==> src/logic/hpc_pkg.sv <==
// Package for the hub port configuration register bank
package hpc_pkg;
    localparam int unsigned HPC_NUM_PORTS = 4;
    localparam logic [7:0] HPC_OFF_CHARGE = 8'h06;
    localparam logic [7:0] HPC_OFF_REMOVABLE = 8'h07;
    localparam logic [7:0] HPC_OFF_ENABLED = 8'h08;
    localparam logic [7:0] HPC_OFF_LANG_LOW = 8'h20;
    localparam logic [7:0] HPC_LANG_LOW_RESET = 8'h09;
    localparam logic [7:0] HPC_LANG_HIGH_FIXED = 8'h04;
    localparam logic [3:0] HPC_MASK_RESET = 4'h0;
    localparam int unsigned HPC_FIELD_MSB = 3;

    // One register write from the loader or the serial host
    typedef struct packed {
        logic wr_en;
        logic [7:0] addr;
        logic [7:0] wdata;
    } hpc_wr_t;

    // Per-port configuration seen by descriptor and port logic
    typedef struct packed {
        logic [3:0] charge_support_bits;
        logic [3:0] removable;
        logic [3:0] port_enable;
    } hpc_port_cfg_t;

    // Strap-load phase after reset release: one load clock, then run
    typedef enum logic [0:0] {
        HPC_ST_LOAD = 1'b0,
        HPC_ST_RUN = 1'b1
    } hpc_state_t;
endpackage : hpc_pkg

==> src/logic/hpc_regs.sv <==
// Hub port configuration register bank with strap loading
// Notes on behaviour
// - Upper four bits of the three port masks ignore writes and read as zero.
// - Charging-support bit n governs downstream port n.
// - A charging-support one means the port offers charging features, zero means not.
// - Charging-support bits accept writes only for ports marked used.
// - Charging-support bits load from the charging straps at reset release.
// - Removable bit n reports whether the device on port n is removable.
// - Removable bits load from the removable straps at reset release.
// - Port-used bit n enables port n when one and disables it when zero.
// - Port-used bits load from the port-enable straps at reset release.
// - The string index zero answer carries the language low byte in its low byte.
// - The string index zero answer carries exactly one language code.
// - The language low byte takes writes only while custom strings are enabled.
`timescale 1ns/1ps
`default_nettype none
module hpc_regs
    import hpc_pkg::*;
(
    input wire logic ref_clk_in,
    input wire logic resetn_in,
    input wire logic [3:0] charge_strap_pins_in,
    input wire logic [3:0] removable_strap_pins_in,
    input wire logic [3:0] port_enable_strap_pins_in,
    input wire logic custom_strings_enable_in,
    input wire hpc_pkg::hpc_wr_t wr_in,
    input wire logic [7:0] rd_addr_in,
    output logic [7:0] rd_data_out,
    output logic rd_hit_out,
    output logic straps_loaded_out,
    output hpc_pkg::hpc_port_cfg_t port_cfg_out,
    output logic [15:0] lang_code_out,
    output logic [7:0] lang_count_out
);
    import hpc_pkg::*;

    hpc_state_t state_q;
    hpc_state_t state_d;
    logic [3:0] charge_q;
    wire logic [3:0] charge_d;
    logic [3:0] removable_q;
    wire logic [3:0] removable_d;
    logic [3:0] enabled_q;
    wire logic [3:0] enabled_d;
    logic [7:0] lang_low_q;
    wire logic [7:0] lang_low_d;
    wire logic [7:0] rd_data_d;
    wire logic rd_hit_d;

    // Load state lasts exactly one clock after reset release
    always_comb
    begin
        state_d = state_q;
        unique case (state_q)
            HPC_ST_LOAD: state_d = HPC_ST_RUN;
            HPC_ST_RUN: state_d = HPC_ST_RUN;
        endcase
    end

    wire logic loading = (state_q == HPC_ST_LOAD);

    // Write decode; the load clock swallows any write presented with it
    wire logic wr_at_charge = (wr_in.addr == HPC_OFF_CHARGE);
    wire logic wr_at_removable = (wr_in.addr == HPC_OFF_REMOVABLE);
    wire logic wr_at_enabled = (wr_in.addr == HPC_OFF_ENABLED);
    wire logic wr_at_lang = (wr_in.addr == HPC_OFF_LANG_LOW);
    wire logic wr_ok = wr_in.wr_en && !loading;
    wire logic wr_charge = wr_ok && wr_at_charge;
    wire logic wr_removable = wr_ok && wr_at_removable;
    wire logic wr_enabled = wr_ok && wr_at_enabled;
    wire logic wr_lang = wr_ok && wr_at_lang && custom_strings_enable_in;
    // Only bits 3:0 are stored; upper write bits dropped
    wire logic [3:0] wr_field = wr_in.wdata[HPC_FIELD_MSB:0];

    // One slice per downstream port
    for (genvar port_idx = 0; port_idx < HPC_NUM_PORTS; port_idx++)
    begin : g_port
        // Gate on the used bit stored before this write, not the new byte
        wire logic port_used = enabled_q[port_idx];
        wire logic charge_take = wr_charge && port_used;
        wire logic charge_wr_bit = charge_take ? wr_field[port_idx] : charge_q[port_idx];
        wire logic removable_wr_bit = wr_removable ? wr_field[port_idx] : removable_q[port_idx];
        wire logic enabled_wr_bit = wr_enabled ? wr_field[port_idx] : enabled_q[port_idx];
        // Straps reach the bits on the load clock only, never again
        assign charge_d[port_idx] = loading ? charge_strap_pins_in[port_idx]
            : charge_wr_bit;
        assign removable_d[port_idx] = loading ? removable_strap_pins_in[port_idx]
            : removable_wr_bit;
        assign enabled_d[port_idx] = loading ? port_enable_strap_pins_in[port_idx]
            : enabled_wr_bit;
    end

    // Whole byte writable; no reserved bits in this register
    assign lang_low_d = wr_lang ? wr_in.wdata : lang_low_q;

    // Read decode; reserved upper nibble of each mask reads as zero
    wire logic rd_at_charge = (rd_addr_in == HPC_OFF_CHARGE);
    wire logic rd_at_removable = (rd_addr_in == HPC_OFF_REMOVABLE);
    wire logic rd_at_enabled = (rd_addr_in == HPC_OFF_ENABLED);
    wire logic rd_at_lang = (rd_addr_in == HPC_OFF_LANG_LOW);
    wire logic [7:0] charge_byte = {4'h0, charge_q};
    wire logic [7:0] removable_byte = {4'h0, removable_q};
    wire logic [7:0] enabled_byte = {4'h0, enabled_q};
    assign rd_hit_d = rd_at_charge || rd_at_removable || rd_at_enabled || rd_at_lang;
    // Decodes are one-hot, so an and-or select is enough
    assign rd_data_d = ({8{rd_at_charge}} & charge_byte)
        | ({8{rd_at_removable}} & removable_byte)
        | ({8{rd_at_enabled}} & enabled_byte)
        | ({8{rd_at_lang}} & lang_low_q);

    always_ff @(posedge ref_clk_in or negedge resetn_in)
    begin
        if (!resetn_in)
        begin
            state_q <= HPC_ST_LOAD;
        end
        else
        begin
            state_q <= state_d;
        end
    end

    always_ff @(posedge ref_clk_in or negedge resetn_in)
    begin
        if (!resetn_in)
        begin
            charge_q <= HPC_MASK_RESET;
        end
        else
        begin
            charge_q <= charge_d;
        end
    end

    always_ff @(posedge ref_clk_in or negedge resetn_in)
    begin
        if (!resetn_in)
        begin
            removable_q <= HPC_MASK_RESET;
        end
        else
        begin
            removable_q <= removable_d;
        end
    end

    always_ff @(posedge ref_clk_in or negedge resetn_in)
    begin
        if (!resetn_in)
        begin
            enabled_q <= HPC_MASK_RESET;
        end
        else
        begin
            enabled_q <= enabled_d;
        end
    end

    always_ff @(posedge ref_clk_in or negedge resetn_in)
    begin
        if (!resetn_in)
        begin
            lang_low_q <= HPC_LANG_LOW_RESET;
        end
        else
        begin
            lang_low_q <= lang_low_d;
        end
    end

    always_ff @(posedge ref_clk_in or negedge resetn_in)
    begin
        if (!resetn_in)
        begin
            rd_data_out <= 8'h00;
        end
        else
        begin
            rd_data_out <= rd_data_d;
        end
    end

    always_ff @(posedge ref_clk_in or negedge resetn_in)
    begin
        if (!resetn_in)
        begin
            rd_hit_out <= 1'b0;
        end
        else
        begin
            rd_hit_out <= rd_hit_d;
        end
    end

    assign straps_loaded_out = !loading;
    // Bit n of each field drives downstream port n
    assign port_cfg_out.charge_support_bits = charge_q;
    assign port_cfg_out.removable = removable_q;
    assign port_cfg_out.port_enable = enabled_q;
    // Single language entry at string index zero
    assign lang_code_out = {HPC_LANG_HIGH_FIXED, lang_low_q};
    assign lang_count_out = 8'h01;
endmodule : hpc_regs
`default_nettype wire

==> config.mk <==
export PLATFORM = sky130hd
export DESIGN_NAME = hpc_regs
export DESIGN_NICKNAME = d
export VERILOG_FILES = /design/src/logic/hpc_pkg.sv /design/src/logic/hpc_regs.sv
export SDC_FILE = /design/constraint.sdc
export NUM_CORES = 1
export LEC_CHECK = 0
export ABC_AREA = 1
export BUFFER_PORTS_ARGS = -buffer_cell sky130_fd_sc_hd__buf_2
export CORE_ASPECT_RATIO = 0.7
export CORE_MARGIN = 2
export CORE_UTILIZATION = 35
export CTS_BUF_LIST = sky130_fd_sc_hd__clkbuf_16
export CTS_CLUSTER_DIAMETER = 30
export DETAILED_ROUTE_END_ITERATION = 10
export PLACE_DENSITY = 0.61
export SYNTH_ARGS = -nofsm -noshare
export SYNTH_HDL_FRONTEND = slang
export SYNTH_SLANG_ARGS = --single-unit
==> constraint.sdc <==
create_clock -name ref_clk_in -period 2.1 [get_ports ref_clk_in]
set_input_delay 0.21 -clock ref_clk_in [delete_from_list [all_inputs] [get_ports ref_clk_in]]
set_output_delay 0.21 -clock ref_clk_in [all_outputs]
set_load 0.005 [all_outputs]
After elaboration in Yosys (flattened, before gate mapping):

Index checks and enable logic that the tools add are counted.

* register bits after elaboration: 30
* output and inout bits: 46
* logic and storage cells: 68

* equality and inequality tests: 14
* mux-type cells: 24
* bitwise logic cells: 7
* reduce and logical (&&, ||, !) cells: 13

Operator list (number)
* == test 8 x 3 -> 1 bit (second input constant): 4
* AND 8 x 4 -> 8 bit: 3
* 2-to-1 mux 1 bit: 24
* bitwise OR 8 bit: 3
* == test 8 x 4 -> 1 bit (second input constant): 2
* == test 8 x 6 -> 1 bit (second input constant): 2
* inequality test 2 x 1 -> 1 bit (second input constant): 6
* logical AND 1 bit: 10
* AND 8 bit: 1
* logical OR 1 bit: 3

Logic depth before layout (Yosys ltp):

* word-level depth: 5
* gate-level depth with buffers: 7
* depth with buffers taken out: 7

Worst setup path after synthesis:

Ideal clock, no wire load.

* kind: reg-to-reg
* start: reg state_q (netlist: straps_loaded_out)
* end: reg lang_low_q[1]
* library setup time: 0.117 ns
* arrival time: 1.186 ns
* path slack: 0.796 ns
* stages on the path, launching flop included: 7
* path through: dfrtp_1 > buf_4 > nand2_1 > nor3_4 > nand2_1 > nand2_1 > nand2_1

* longest elaborated chain between the ends: 3

RTL lines
* start, declared: RTL line hpc_regs.sv:37 `hpc_state_t state_q;`
* start signal, assigned: RTL line hpc_regs.sv:119 `state_q <= state_d;`
* logical AND 1 bit: RTL line hpc_regs.sv:67 `wire logic wr_ok = wr_in.wr_en && !loading;`
* logical AND 1 bit (2 in a row): RTL line hpc_regs.sv:71 `wire logic wr_lang = wr_ok && wr_at_lang && custom_strings_enable_in;`
* end signal, assigned: RTL line hpc_regs.sv:167 `lang_low_q <= lang_low_d;`
* end, declared: RTL line hpc_regs.sv:45 `logic [7:0] lang_low_q;`

No other way between the ends.
A chain may end at the register's enable or synchronous reset.

Worst setup path after layout:

* start: reg state_q (netlist: straps_loaded_out)
* end: reg lang_low_q[2]

Same word-level chain as after synthesis.

==> metrics <==
Initial DRC Count 43; Slew HR 55.2%; largest net degree at the start of global routing 31; Post-DRT Antenna Nets 0; num rows 21; RSZ-0062 raised after global routing false; Post-CTS Setup Bufs 0; commonest cells after routing, fill and taps aside 87 x nand2_1, 69 x buf_2, 45 x nand3_1; leading cell type in the layout, fill and taps excluded nand2_1; clock slew at reported path FFs around 0.050 ns; Final Skew 0.00200 ns; Core ar. approximately 4700 sq um; Post-DP Area 2020 sq um; CP max-delay cell dfrtp_1; fin cells ~360; Yosys cell types 16; vias per cell ~4.5; Routed WL around 4300 um; Area Overhead vs Synth 29.2%; synthesized area 1670 sq um; Worst Reg2Reg Path Length in Cells 5; layout cells sized above 1 between 20% and 30%; critical path, cell by cell nand2_1 > nor3_4 > nand2_1 > nand2_1 > nand2_1; Starting Density 35.6%; sequential area share after synthesis between 40% and 50%; worst hold path depth 3; f_max 0.710 GHz; max_cap viols 0; Root Buffer clkbuf_16; HP Start wr_in[4]; initial antenna violation count 0; vias in the first global route 1428; Critical Path RT between 2 and 2.5 ns; Critical Path AT about 1.6 ns; WS Path Type reg -> reg; Hold Path Sink lang_low_q[4]; Post-Layout Inst Area approximately 2200 sq um; post-layout min period between 1 and 1.5 ns; Setup TNS Final 0 ns; Final period util 67.0%; gr ovfl total 0; Mapped Cells 230; CP peak stage delay between 0.3 and 0.4 ns; placed insts between 300 and 400; CTS buffer count 5; gr usage total approximately 17%; Die Width 86.7 um; first-pass GRT wire length 6670 um; CP endpoint kind register; io pins 86; final setup vio count 0; Die Y 61.9 um; Slew Viols, Final 0; Synth Warn # 0; routability cong. 0.821; worst vdd ir between 0.3 and 0.4 mV; multi-input logic area 767 sq um; Mean Syn Cell Area roughly 7.3 sq um; drc violations 0; Vias around 1600; FF-to-FF setup slack 0.69 ns; First-pass DRT Iterations 4; DP HPWL 3440 um; Hold Crit Class in -> reg; DIE AREA 5360 sq um; LEAKAGE 0.00128 uW; outcome finished, final reports clean; Crit path top cell by count nand2_1; routed len/inst 11.8 um; Ant. Diodes 0; Worst setup SP type register; nets 343; worst r2r src straps_loaded_out; Sequential Area 753 sq um; CTS HTree Levels 2; final hold vios 0; CTS tree yes; clk_lat worst skew 0.27 ns; layout filler cell count 494; critical path peak fanout 10; I/O Buffers 69; post-synthesis register bit count 30; clock sinks 30; worst r2r dst lang_low_q[2]; pwr/cell area 685 nW/um^2; maximum clock path buffer count 2; Slew @ Worst Pin around 0.67 ns
-- worst max-delay path, delay by kind of cell, from the launching register on --
| family | cells | cell delay (ns) |
|---|---|---|
| AND/OR/NAND/NOR | 5 | 0.92 |
| flip-flops | 1 | 0.37 |
-- flip-flops by register name, indices dropped and copies added (netlist names) --
name,flops
straps_loaded_out,1
removable_q,4
rd_hit_out,1
enabled_q,4
rd_data_out,8
lang_low_q,8
charge_q,4
-- final cells by class --
| class | instances | share of cell area (%) |
|---|---|---|
| sequential | 30 | 34.8 |
| clock buffer | 5 | 5.78 |
| tap | 57 | 3.30 |
| multi-input combinational | 177 | 35.5 |
| timing repair buffer | 72 | 17.1 |
| inverter | 17 | 2.95 |
| clock inverter | 3 | 0.578 |
-- cell usage after synthesis --
master,n,share of area (%)
clkbuf_1,2,0.45
or2_2,1,0.37
dfrtp_1,28,42
dfstp_2,2,3.1
nand3_4,1,1.0
nor2_1,17,3.8
nand2_1,87,20
nor3_1,2,0.60
buf_4,18,8.1
nor3_4,1,0.97
inv_1,17,3.8
nor2_2,1,0.37
nand4_1,5,1.9
buf_1,1,0.22
nand3_1,45,13
conb_1,2,0.45
-- report_power, final --
part           switching, uW  internal, uW
registers               32.4           608
clock network            232           427
logic                    106          76.1
-- how the worst max path moves through the flow --
stage	from	end	cells past startpoint
3_5_place_dp	straps_loaded_out	lang_low_q[5]	5
3_3_place_gp	straps_loaded_out	lang_low_q[5]	5
4_1_cts	straps_loaded_out	lang_low_q[2]	5
6_report	straps_loaded_out	lang_low_q[2]	5
5_1_grt	straps_loaded_out	lang_low_q[1]	5
2_1_floorplan	straps_loaded_out	lang_low_q[1]	6
-- routing by layer --
| metal | share of wire [%] | vias up | GRT usage [%] |
|---|---|---|---|
| met1 | 50 | 718 | 24.6 |
| met3 | 7.4 | 4 | 5.02 |
| met2 | 42 | 61 | 23.6 |
| li1 | - | 847 | - |
| met4 | 1.0 | 0 | 4.91 |
| met5 | 0 | - | 0 |
-- through the flow --
step	total power, uW	hold slack, ns	utilization [%]	setup WS, ns
3_3_place_gp	831	0.275	42.9	0.785
4_1_cts	1510	0.165	46.0	0.661
5_1_grt	1550	0.184	46.0	0.482
6_report	1480	0.170	46.0	0.692
3_5_place_dp	832	0.287	42.9	0.672
2_1_floorplan	745	-0.0856	-	0.796
-- timing repair --
| item | CTS | global route |
|---|---|---|
| hold buffers | 1 | 0 |
| hold endpoints to repair | 8 | 0 |
| resized for setup | 0 | 0 |
-- cell families (layout without fill, tap and decap cells) --
group         count (synthesis)  in the layout  share of synthesized area (%)
buf+inv                      38             97                           12.6
flops                        30             30                           45.0
other cells                   2             17                          0.449
simple gates                160            160                           42.0
Note: power is estimated with default switching activity, not from simulation.
